<file path="config.mk">
export PLATFORM = sky130hd
export DESIGN_NAME = overtravel_estop_stop_control
export DESIGN_NICKNAME = d
export VERILOG_FILES = /design/src/rtl/stop_ctrl_pkg.sv /design/src/rtl/overtravel_estop_stop_control.sv
export SDC_FILE = /design/constraint.sdc
export NUM_CORES = 1
export LEC_CHECK = 0
export BUFFER_PORTS_ARGS = -buffer_cell sky130_fd_sc_hd__buf_2
export CAP_MARGIN = 20
export CORE_ASPECT_RATIO = 0.8
export CORE_MARGIN = 5
export CORE_UTILIZATION = 40
export DETAILED_ROUTE_END_ITERATION = 16
export RECOVER_POWER = 25
export SLEW_MARGIN = 20
export SYNTH_ARGS = -nofsm -noshare
export SYNTH_HDL_FRONTEND = slang
export SYNTH_SLANG_ARGS = --single-unit
</file>
<file path="constraint.sdc">
create_clock -name CLK -period 15.53 [get_ports CLK]
set_input_delay 0.7765 -clock CLK [delete_from_list [all_inputs] [get_ports CLK]]
set_output_delay 0.7765 -clock CLK [all_outputs]
set_load 0.005 [all_outputs]
</file>
<file path="src/rtl/stop_ctrl_pkg.sv">
`default_nettype none
package stop_ctrl_pkg;
  // register byte offsets
  localparam logic [7:0] OFS_CONFIG = 8'h00;
  localparam logic [7:0] OFS_ALLOC = 8'h04;
  localparam logic [7:0] OFS_STOPCFG = 8'h08;
  localparam logic [7:0] OFS_CONTROL = 8'h0C;
  localparam logic [7:0] OFS_STATUS = 8'h10;
  localparam logic [7:0] OFS_EVENT = 8'h14;
  localparam logic [7:0] OFS_MASK = 8'h18;
  localparam logic [7:0] OFS_AXIS_SEL = 8'h1C;
  // config field positions
  localparam int CFG_FWD_DIS = 0;
  localparam int CFG_REV_DIS = 1;
  localparam int CFG_DIR = 2;
  localparam int CFG_OT_SEL = 4;
  localparam int CFG_FS_METHOD = 6;
  // input function codes
  localparam logic [3:0] FUNC_FWD_LIMIT = 4'h1;
  localparam logic [3:0] FUNC_REV_LIMIT = 4'h2;
  localparam logic [3:0] FUNC_ESTOP = 4'hA;
  // reset values
  localparam logic [7:0] CONFIG_RST = 8'h00;
  localparam logic [31:0] ALLOC_RST = 32'h0000_0021;
  localparam logic [2:0] FS_MODE_RST = 3'h0;
  localparam logic [15:0] FS_DECEL_RST = 16'h03E8;
  localparam logic [2:0] FS_MODE_MAX = 3'h6;
  // axis B object address displacement
  localparam logic [15:0] AXIS_B_OFFSET = 16'h0800;
  // input filter
  localparam int FILTER_NS = 1000;
  localparam int CLK_NS = 10;
  localparam int FILTER_CYCLES = (FILTER_NS + CLK_NS - 1) / CLK_NS;
  typedef enum logic [1:0] {RUN, STOPPING, LATCHED} stop_state_t;
endpackage
`default_nettype wire

</file>
<file path="src/rtl/overtravel_estop_stop_control.sv">
// Implementation choices: register access over APB and the register addresses.
`default_nettype none
// Behaviour
// - forward limit off blocks forward, flags overtravel
// - reverse limit off blocks reverse, flags overtravel
// - forward disable ignores input, applied at restart
// - reverse disable ignores input
// - no code 1 or 2 allocated disables overtravel
// - active limit stops the motor only for a run command toward that limit
// - direction select swaps command and rotation
// - allocated estop off enters forced stop
// - method 0 uses profile quick-stop objects
// - method 1 uses own mode and time
// - mode 0..6; 3 and 4 map to 0
// - decel time 0..65535 ms, default 1000
// - servo-on during estop keeps stop latched
// - estop input excludes control-word quick stop
// - axis B addresses displaced by 0x800
// - overtravel stop selector picks brake behaviour
module overtravel_estop_stop_control
  import stop_ctrl_pkg::*;
#(
  parameter int INPUTS = 8
) (
  // clock and reset
  input wire logic CLK,
  input wire logic RESET,
  // apb
  input wire logic PSEL,
  input wire logic PENABLE,
  input wire logic PWRITE,
  input wire logic [7:0] PADDR,
  input wire logic [31:0] PWDATA,
  output logic [31:0] PRDATA,
  output logic PREADY,
  output logic PSLVERR,
  // digital inputs and host commands
  input wire logic [INPUTS-1:0] DIN,
  input wire logic CMD_DIR,
  input wire logic CMD_RUN,
  input wire logic SERVO_ON,
  input wire logic QUICK_STOP_CW,
  // stop outputs
  output logic MOTOR_DIR,
  output logic MOTOR_RUN_EN,
  output logic FORCED_STOP,
  output logic FWD_OVERTRAVEL,
  output logic REV_OVERTRAVEL,
  output logic USE_PROFILE_DECEL,
  output logic [2:0] QUICK_STOP_CODE,
  output logic [15:0] DECEL_TIME_MS,
  output logic DYN_BRAKE,
  output logic REVERSE_BRAKE,
  output logic ZERO_CLAMP,
  output logic COAST,
  output logic [15:0] OBJ_BASE,
  output logic IRQ
);
  logic [7:0] config_reg;
  logic [7:0] config_live;
  logic [31:0] alloc;
  logic [2:0] fs_mode;
  logic [15:0] fs_decel;
  logic axis_b;
  logic [3:0] event_flags;
  logic [3:0] mask;
  logic [INPUTS-1:0] sync1;
  logic [INPUTS-1:0] sync2;
  logic [INPUTS-1:0] filt;
  logic [7:0] cnt [INPUTS];
  logic restart_done;
  stop_state_t state;
  logic fwd_alloc, rev_alloc, est_alloc;
  logic fwd_in, rev_in, est_in;
  logic fwd_ot, rev_ot, est_off;
  logic [3:0] new_events;
  logic apb_wr, apb_rd;
  logic [31:0] next_rdata;
  logic servo_on_d;
  logic restart_req;
  logic [3:0] event_lvl;
  logic [3:0] event_rise;

  assign apb_wr = PSEL && PENABLE && PWRITE;
  assign apb_rd = PSEL && PENABLE && !PWRITE;
  assign restart_req = apb_wr && PADDR == OFS_CONTROL && PWDATA[0];

  // two-stage sync then stable-count filter per input
  genvar gi;
  generate
    for (gi = 0; gi < INPUTS; gi++) begin : g_in
      always_ff @(posedge CLK or posedge RESET) begin
        if (RESET) begin
          sync1[gi] <= 1'b0;
          sync2[gi] <= 1'b0;
          filt[gi] <= 1'b0;
          cnt[gi] <= 8'h00;
        end else begin
          sync1[gi] <= DIN[gi];
          sync2[gi] <= sync1[gi];
          if (sync2[gi] == filt[gi]) begin
            cnt[gi] <= 8'h00;
          end else if (cnt[gi] == 8'(FILTER_CYCLES - 1)) begin
            filt[gi] <= sync2[gi];
            cnt[gi] <= 8'h00;
          end else begin
            cnt[gi] <= cnt[gi] + 8'h01;
          end
        end
      end
    end
  endgenerate

  // allocation decode: nibble i of alloc holds function code of input i
  always_comb begin
    fwd_alloc = 1'b0;
    rev_alloc = 1'b0;
    est_alloc = 1'b0;
    fwd_in = 1'b1;
    rev_in = 1'b1;
    est_in = 1'b1;
    for (int i = 0; i < INPUTS && i < 8; i++) begin
      if (alloc[i*4 +: 4] == FUNC_FWD_LIMIT) begin
        fwd_alloc = 1'b1;
        fwd_in = filt[i];
      end else if (alloc[i*4 +: 4] == FUNC_REV_LIMIT) begin
        rev_alloc = 1'b1;
        rev_in = filt[i];
      end else if (alloc[i*4 +: 4] == FUNC_ESTOP) begin
        est_alloc = 1'b1;
        est_in = filt[i];
      end
    end
  end

  // input off means overtravel; disabled or unallocated never trips
  assign fwd_ot = fwd_alloc && !config_live[CFG_FWD_DIS] && !fwd_in;
  assign rev_ot = rev_alloc && !config_live[CFG_REV_DIS] && !rev_in;
  // quick stop from control word only when no estop input exists
  assign est_off = est_alloc ? !est_in : QUICK_STOP_CW;
  assign new_events = {SERVO_ON && est_off, est_off && state == RUN, rev_ot, fwd_ot};
  assign event_rise = new_events & ~event_lvl;

  // restart-effective settings copied once after reset release or a soft restart;
  // a hard reset also clears the staged settings, so only the soft restart applies them
  always_ff @(posedge CLK or posedge RESET) begin
    if (RESET) begin
      config_live <= CONFIG_RST;
      restart_done <= 1'b0;
    end else if (restart_req) begin
      restart_done <= 1'b0;
    end else if (!restart_done) begin
      config_live <= config_reg;
      restart_done <= 1'b1;
    end
  end

  // register writes
  always_ff @(posedge CLK or posedge RESET) begin
    if (RESET) begin
      config_reg <= CONFIG_RST;
      alloc <= ALLOC_RST;
      fs_mode <= FS_MODE_RST;
      fs_decel <= FS_DECEL_RST;
      mask <= 4'h0;
      axis_b <= 1'b0;
    end else if (apb_wr) begin
      if (PADDR == OFS_CONFIG) begin
        config_reg <= PWDATA[7:0];
      end else if (PADDR == OFS_ALLOC) begin
        alloc <= PWDATA;
      end else if (PADDR == OFS_STOPCFG) begin
        if (PWDATA[2:0] <= FS_MODE_MAX) begin
          fs_mode <= PWDATA[2:0];
        end
        fs_decel <= PWDATA[31:16];
      end else if (PADDR == OFS_MASK) begin
        mask <= PWDATA[3:0];
      end else if (PADDR == OFS_AXIS_SEL) begin
        axis_b <= PWDATA[0];
      end
    end
  end

  // forced-stop state machine
  always_ff @(posedge CLK or posedge RESET) begin
    if (RESET) begin
      state <= RUN;
      servo_on_d <= 1'b0;
    end else begin
      servo_on_d <= SERVO_ON;
      case (state)
        RUN: begin
          if (est_off) begin
            state <= STOPPING;
          end
        end
        STOPPING: begin
          if (est_off && SERVO_ON && !servo_on_d) begin
            state <= LATCHED;
          end else if (!est_off && !SERVO_ON) begin
            state <= RUN;
          end else if (!est_off && SERVO_ON) begin
            state <= LATCHED;
          end
        end
        LATCHED: begin
          // host must drop servo-on with estop released
          if (!est_off && !SERVO_ON) begin
            state <= RUN;
          end
        end
        default: state <= RUN;
      endcase
    end
  end

  // only a rising condition is an event, so a limit held open does not refire after a read
  always_ff @(posedge CLK or posedge RESET) begin
    if (RESET) begin
      event_lvl <= 4'h0;
    end else begin
      event_lvl <= new_events;
    end
  end

  // sticky events; set wins over read-clear
  // clear only the bits the read returned, so an event raised in the setup cycle survives
  always_ff @(posedge CLK or posedge RESET) begin
    if (RESET) begin
      event_flags <= 4'h0;
    end else if (apb_rd && PADDR == OFS_EVENT) begin
      event_flags <= (event_flags & ~PRDATA[3:0]) | event_rise;
    end else begin
      event_flags <= event_flags | event_rise;
    end
  end

  // apb read mux
  always_comb begin
    next_rdata = 32'h0000_0000;
    if (PADDR == OFS_CONFIG) begin
      next_rdata = {24'h000000, config_reg};
    end else if (PADDR == OFS_ALLOC) begin
      next_rdata = alloc;
    end else if (PADDR == OFS_STOPCFG) begin
      next_rdata = {fs_decel, 13'h0000, fs_mode};
    end else if (PADDR == OFS_STATUS) begin
      next_rdata = {26'h0000000, state, est_off, rev_ot, fwd_ot, restart_done};
    end else if (PADDR == OFS_EVENT) begin
      next_rdata = {28'h0000000, event_flags};
    end else if (PADDR == OFS_MASK) begin
      next_rdata = {28'h0000000, mask};
    end else if (PADDR == OFS_AXIS_SEL) begin
      next_rdata = {31'h00000000, axis_b};
    end
  end

  always_ff @(posedge CLK or posedge RESET) begin
    if (RESET) begin
      PRDATA <= 32'h0000_0000;
      PREADY <= 1'b0;
      PSLVERR <= 1'b0;
    end else begin
      PREADY <= PSEL && !PENABLE;
      PRDATA <= next_rdata;
      PSLVERR <= PSEL && !PENABLE && !(PADDR == OFS_CONFIG || PADDR == OFS_ALLOC ||
        PADDR == OFS_STOPCFG || PADDR == OFS_CONTROL || PADDR == OFS_STATUS ||
        PADDR == OFS_EVENT || PADDR == OFS_MASK || PADDR == OFS_AXIS_SEL);
    end
  end

  // motion and stop outputs
  always_ff @(posedge CLK or posedge RESET) begin
    if (RESET) begin
      MOTOR_DIR <= 1'b0;
      MOTOR_RUN_EN <= 1'b0;
      FORCED_STOP <= 1'b0;
      FWD_OVERTRAVEL <= 1'b0;
      REV_OVERTRAVEL <= 1'b0;
      USE_PROFILE_DECEL <= 1'b1;
      QUICK_STOP_CODE <= 3'h0;
      DECEL_TIME_MS <= FS_DECEL_RST;
      DYN_BRAKE <= 1'b0;
      REVERSE_BRAKE <= 1'b0;
      ZERO_CLAMP <= 1'b0;
      COAST <= 1'b0;
      OBJ_BASE <= 16'h0000;
      IRQ <= 1'b0;
    end else begin
      // 0 = ccw forward; 1 swaps
      MOTOR_DIR <= CMD_DIR ^ config_live[CFG_DIR];
      MOTOR_RUN_EN <= CMD_RUN && state == RUN &&
        !((!CMD_DIR && fwd_ot) || (CMD_DIR && rev_ot));
      FORCED_STOP <= state != RUN;
      FWD_OVERTRAVEL <= fwd_ot;
      REV_OVERTRAVEL <= rev_ot;
      USE_PROFILE_DECEL <= !config_live[CFG_FS_METHOD];
      QUICK_STOP_CODE <= (fs_mode == 3'h3 || fs_mode == 3'h4) ? 3'h0 : fs_mode;
      DECEL_TIME_MS <= fs_decel;
      OBJ_BASE <= axis_b ? AXIS_B_OFFSET : 16'h0000;
      // overtravel brake style, only while a limit blocks the command
      if (CMD_RUN && ((!CMD_DIR && fwd_ot) || (CMD_DIR && rev_ot))) begin
        DYN_BRAKE <= config_live[CFG_OT_SEL +: 2] <= 2'h1;
        REVERSE_BRAKE <= config_live[CFG_OT_SEL +: 2] >= 2'h2;
        ZERO_CLAMP <= config_live[CFG_OT_SEL +: 2] == 2'h2;
        COAST <= config_live[CFG_OT_SEL +: 2] == 2'h0 || config_live[CFG_OT_SEL +: 2] == 2'h3;
      end else begin
        DYN_BRAKE <= 1'b0;
        REVERSE_BRAKE <= 1'b0;
        ZERO_CLAMP <= 1'b0;
        COAST <= 1'b0;
      end
      IRQ <= |(event_flags & mask);
    end
  end

  fwd_block_a: assert property (@(posedge CLK) disable iff (RESET)
    (CMD_RUN && !CMD_DIR && fwd_ot) |=> !MOTOR_RUN_EN)
    else $error("forward run not blocked");
  rev_block_a: assert property (@(posedge CLK) disable iff (RESET)
    (CMD_RUN && CMD_DIR && rev_ot) |=> !MOTOR_RUN_EN)
    else $error("reverse run not blocked");
  fwd_disable_a: assert property (@(posedge CLK) disable iff (RESET)
    config_live[CFG_FWD_DIS] |=> !FWD_OVERTRAVEL)
    else $error("disabled forward limit tripped");
  rev_disable_a: assert property (@(posedge CLK) disable iff (RESET)
    config_live[CFG_REV_DIS] |=> !REV_OVERTRAVEL)
    else $error("disabled reverse limit tripped");
  unalloc_off_a: assert property (@(posedge CLK) disable iff (RESET)
    (!fwd_alloc && !rev_alloc) |=> (!FWD_OVERTRAVEL && !REV_OVERTRAVEL))
    else $error("unallocated limit tripped");
  run_block_a: assert property (@(posedge CLK) disable iff (RESET)
    (state != RUN) |=> !MOTOR_RUN_EN)
    else $error("run allowed during forced stop");
  dir_map_a: assert property (@(posedge CLK) disable iff (RESET)
    1'b1 |=> MOTOR_DIR == ($past(CMD_DIR) ^ $past(config_live[CFG_DIR])))
    else $error("direction map wrong");
  estop_stop_a: assert property (@(posedge CLK) disable iff (RESET)
    (est_off && state == RUN) |=> ##1 FORCED_STOP)
    else $error("estop not forcing stop");
  method_sel_a: assert property (@(posedge CLK) disable iff (RESET)
    1'b1 |=> USE_PROFILE_DECEL == !$past(config_live[CFG_FS_METHOD]))
    else $error("stop method select wrong");
  decel_pass_a: assert property (@(posedge CLK) disable iff (RESET)
    1'b1 |=> DECEL_TIME_MS == $past(fs_decel))
    else $error("decel time not applied");
  latch_hold_a: assert property (@(posedge CLK) disable iff (RESET)
    (state == LATCHED && SERVO_ON) |=> state == LATCHED)
    else $error("latch left under servo on");
  qs_excl_a: assert property (@(posedge CLK) disable iff (RESET)
    (est_alloc && est_in && state == RUN) |=> state == RUN)
    else $error("control word stop with estop input");
  code_map_a: assert property (@(posedge CLK) disable iff (RESET)
    (fs_mode == 3'h3 || fs_mode == 3'h4) |=> QUICK_STOP_CODE == 3'h0)
    else $error("mode code wrong");
  axis_base_a: assert property (@(posedge CLK) disable iff (RESET)
    axis_b |=> OBJ_BASE == AXIS_B_OFFSET)
    else $error("axis b base wrong");
  event_set_a: assert property (@(posedge CLK) disable iff (RESET)
    (apb_rd && PADDR == OFS_EVENT && event_rise[0]) |=> event_flags[0])
    else $error("event lost on read clear");
  irq_level_a: assert property (@(posedge CLK) disable iff (RESET)
    (|(event_flags & mask)) |=> IRQ)
    else $error("irq not raised");
  apb_ready_a: assert property (@(posedge CLK) disable iff (RESET)
    (PSEL && !PENABLE) |=> PREADY)
    else $error("apb not ready");
  latch_c: cover property (@(posedge CLK) disable iff (RESET) state == LATCHED);
  method_c: cover property (@(posedge CLK) disable iff (RESET) !USE_PROFILE_DECEL);
  fwd_ot_c: cover property (@(posedge CLK) disable iff (RESET) FWD_OVERTRAVEL && DYN_BRAKE);
  clamp_c: cover property (@(posedge CLK) disable iff (RESET) ZERO_CLAMP);
  irq_c: cover property (@(posedge CLK) disable iff (RESET) IRQ);
endmodule
`default_nettype wire

</file>
* Word-level counts from Yosys, hierarchy flattened
Index checks and enable logic that the tools add are counted. Widths: inputs -> output; s select.
Operators by class: $add $sub $neg 8, $lt $le $gt $ge 3, equality and inequality tests 56, multiplexer cells 134, bitwise operators 22, reduce and logical (&&, ||, !) cells 67
Operators by type and width (count):
- $mux 8 | 16
- $mux 1 | 103
- $mux 32 | 3
- $add 8x1->8 const B | 8
- $eq 8x7->1 const B | 8
- $eq 4x1->1 const B | 8
- $eq 4x2->1 const B | 8
- $eq 4x4->1 const B | 8
- $eq 8x5->1 const B | 4
- $logic_and 1x1->1 | 22
- $reduce_and 2->1 | 10
- $eq 8x4->1 const B | 2
- $logic_not 1->1 | 14
- $not 1->1 | 14
- $and 4x4->4 | 3
- $mux 12 | 1
- $mux 4 | 3
- $logic_or 1x1->1 | 10
- $mux 2 | 5
- $reduce_and 5->1 | 2
- $eq 1x1->1 | 8
- $eq 8x3->1 const B | 1
- $logic_not 8->1 | 1
- $not 4->4 | 2
- other kinds (20) | 26
Word-level totals: register bits 247, input bits 57, logic and storage cells 351

* Longest topological paths before layout
depth in word-level cells 33, gate-level depth with buffers 7

* Worst setup path before layout
OpenSTA, ideal clock, no wires.
kind input port to flip-flop, from input PADDR[7], to register config_reg[0], data arrival time 2018 ps, setup slack 13388 ps, stages 6, cell sequence nor4_2 > and2b_1 > and2_1 > buf_2 > nand2_1 > mux2_2
Between the ends: longest elaborated chain between the ends 2
RTL lines:
- start: declaration | line overtravel_estop_stop_control.sv:32 | input wire logic [7:0] PADDR,
- $logic_not 8->1 | line overtravel_estop_stop_control.sv:168 | if (PADDR == OFS_CONFIG) begin
- $reduce_and 2->1 (no source line)
- end signal: assignment | line overtravel_estop_stop_control.sv:169 | config_reg <= PWDATA[7:0];
- end: declaration | line overtravel_estop_stop_control.sv:59 | logic [7:0] config_reg;
Every way passes these cells. A chain may end at the register's enable or synchronous reset.

==> key figures <==
Run status
  • Status: finished with violations
  • Failing checks: max-capacitance violations, max-slew violations

Clocking
  • Clk root buf: clkbuf_16
  • Postcts setup bufs: 0
  • Post-CTS Resized: 0
  • CTS max path bufs: 3
  • Worst-path clk slew: 0.06 ns
  • Skew-Pair Late Insertion Delay: 0.51 ns
  • CTS tree: yes
  • Htree depth: 1
  • Cts bufs inserted: 24
  • Hold bufs inserted after CTS: 0
  • Clk sinks: 233

Logic synthesis
  • Post-synthesis compound-gate area fraction: 6.73%
  • Post-synth top cells: dfrtp_1 (218), nor2_1 (92), mux2_2 (71)
  • Synth top area share: 56.2%
  • Post-Synthesis Cell Area: 9700 um^2
  • Number of synthesized register bits: 233
  • Post-synthesis mux area share: 8.47%
  • Post-Syn Instances: 792
  • Post-synth EDFFs: 0
  • Post-synthesis sequential area ratio: 60.3%
  • Largest family of logic cells by synthesized area: simple AND/OR/NAND/NOR gates
  • Dominant cell type by area after synthesis: dfrtp_1
  • Async SR Flop Fraction: 100%
  • Simple-gate area share of the yosys netlist: 15.3%
  • Post-synthesis xor/xnor area fraction: 5.15%
  • Synthesized area per cell: 12.3 um^2
  • Netlist cell types: 58
  • Main synth FF type: dfrtp_1
  • Syn. warnings: 0
  • Count leader, synth: dfrtp_1
  • Synth area leaders: dfrtp_1 (56%), mux2_2 (8.2%), dfstp_2 (4.1%)
  • Synth Area in Adders: 1.29%

Cells and area
  • Biggest regs: cnt (64), PRDATA (32), alloc (32)
  • Diode count: 0
  • Nets: 992
  • Largest register FFs: 64
  • Top reg by flops: cnt
  • Share of layout cells above drive strength 1: 27.3%
  • Area grow syn2layout: 17.0%

Critical path
  • FF-to-FF End: DYN_BRAKE
  • CP startpoint: RESET
  • Worst path required time: 16.06 ns
  • RR Startpoint: alloc[23]
  • Critical Path AT: 4.57 ns
  • Max stage delay cell, worst path: clkinvlp_2
  • CP Class: input pin to asynchronous set/reset pin
  • Buf+Inv Stages, Crit Path: 3
  • Slowest stage delay, CP: 2.56 ns
  • R2R Setup Slk: 13.18 ns
  • Worst-path cell chain: buf_2, clkinvlp_2, buf_4
  • Crit-path max FO: 105
  • CP delay by family, top: buffers and inverters
  • R2R depth: 6
  • CP Launch Type: input pin
  • CP Capture Type: asynchronous set/reset pin
  • Critical Path Sink: event_flags[3]
  • CP Depth: 3

Die
  • DIE WIDTH: 184 um
  • Top Ports: 137
  • Die extent in y: 149 um
  • Die area: 27500 um^2
  • Rows: 51
  • Core ar.: 24100 um^2
  • Starting density of the core: 40.2%

Pwr
  • PD cells: 110 nW/um^2
  • Clock group share of total power: 44.4%
  • Logic gate share of total power: 4.6%
  • Total net switching power: 0.000279 W
  • Internal: 0.000968 W
  • Net Sw Frac: 22.4%
  • Worst vdd ir: 60.5 uV
  • Static leakage: 5.55 nW
  • Reg power frac: 51.0%

Route
  • Final ANT Viol Nets: 0
  • DR pass1 iterations: 4
  • Detail-routed via count per cell: 4.92
  • Residual DRC: 0
  • Initial DRC Count: 317
  • Via count: 6203
  • Wirelength per Cell: 16.6 um
  • Final WL: 20900 um

STA
  • Crit share post-route: 26.1%
  • Final Critical Period: 4.05 ns
  • Fmax: 247 MHz
  • Unrepaired setup endpoints after global routing: no
  • Final hold vios: 0
  • Max-slew violation total from the final report: 106
  • Max Clock Skew: 0.0112 ns
  • Final Setup Violations: 0
  • Hold_ws: 0.349 ns
  • Worst-Margin Slew: 4.63 ns
  • Worst relative slew slack: -210%
  • TNS Setup: 0 ns

Placement
  • Port Buf Inserts: 121
  • Placer congestion estimate: 0.820
  • DP HPWL: 14800 um

Global routing
  • First-pass GRT wire length: 33700 um
  • Gr busiest metal: met1
  • Global route overflow: 0
  • Met2 GRT Util: 22.6%
  • Antenna violations before repair: 2
  • Largest net degree at the start of global routing: 106
  • Vias in the first global route: 6166
  • GR Util met3: 3.39%
  • Met1 Track Usage GR: 23.2%
  • All-layer global routing usage: 15.3%

Worst hold path
  • Hold crit path type: flip-flop to flip-flop

Run
  • Max Cap Violations: 1
## per-stage QoR
stage | utilization, % | cell area (um^2) | instances | setup slack, ns | power [W]
2_1_floorplan | - | 9760 | 806 | 8.39 | 0.000682
3_3_place_gp | 43.9 | 10600 | 1217 | 11.85 | 0.000705
3_5_place_dp | 43.9 | 10600 | 1217 | 11.80 | 0.000706
4_1_cts | 47.1 | 11400 | 1260 | 12.34 | 0.00126
5_1_grt | 47.1 | 11400 | 1260 | 10.57 | 0.00130
6_report | 47.1 | 11400 | 1260 | 11.48 | 0.00125
## worst min path at each step
stage | cells after the start | slack [ns] | start | endpoint
after floorplan | 0 | 0.33 | sync1[0] | sync2[0]
after global placement | 0 | 0.33 | sync1[2] | sync2[2]
after detailed placement | 0 | 0.34 | sync1[1] | sync2[1]
after CTS | 0 | 0.35 | sync1[1] | sync2[1]
after global routing | 1 | 0.35 | DIN[0] | sync1[0]
final | 0 | 0.35 | sync1[1] | sync2[1]
## layout by cell type, fill, tap and decap left out, drive strengths merged, types with 7 or more instances in the layout
cell type / synthesis / final
dfrtp: 218 / 218
buf: 27 / 122
nor2: 92 / 92
mux2: 71 / 71
nand2: 50 / 50
clkbuf: 5 / 40
nand3: 37 / 37
xor2: 30 / 30
xnor2: 27 / 27
a22o: 19 / 19
and2: 19 / 19
inv: 19 / 18
a21oi: 17 / 17
conb: 1 / 15
nor4b: 15 / 15
dfstp: 15 / 15
o21ai: 12 / 12
nor3: 11 / 11
ha: 10 / 10
nand2b: 9 / 9
a22oi: 7 / 7
and3: 7 / 7
or4b: 7 / 7
## layout make-up
class / instances / area (um^2)
clock buffer: 37 / 731
clock inverter: 6 / 35.0
multi-input combinational: 522 / 3640
fill: 2230 / 12800
tap: 318 / 398
inverter: 19 / 72.6
sequential: 233 / 5850
timing repair buffer: 125 / 632
## worst register-to-register path, cell delays in order (launching register included)
cell and delay (ns):
dfrtp_1 0.43, nor4b_1 0.77, a211oi_1 0.11, o211ai_1 0.21, a31oi_1 0.13, a31oi_1 0.46
a21oi_1 0.09
## power by group through the flow
stage / logic, W / registers (W) / clock network, W
2_1_floorplan: 0.0000377 / 0.000644 / 0
3_3_place_gp: 0.0000590 / 0.000646 / 0
3_5_place_dp: 0.0000596 / 0.000646 / 0
4_1_cts: 0.0000597 / 0.000636 / 0.000568
5_1_grt: 0.0000662 / 0.000638 / 0.000595
6_report: 0.0000575 / 0.000636 / 0.000554
## layer usage
| layer | part of all wire (%) | vias up |
|---|---|---|
| met5 | 0.16 | - |
| met4 | 2.0 | 4 |
| met3 | 6.1 | 41 |
| met2 | 43 | 130 |
| met1 | 49 | 3019 |
| li1 | - | 3009 |
## kinds of logic after synthesis
group                    count (synthesis)
flip-flops                             233
AO/OA/AOI/OAI                           89
XOR/XNOR                                57
other                                    1
buffers and inverters                   51
adder cells (fa/ha/maj)                 10
multiplexers                            72
AND/OR/NAND/NOR                        279
Power figures use the tool's default switching activity.
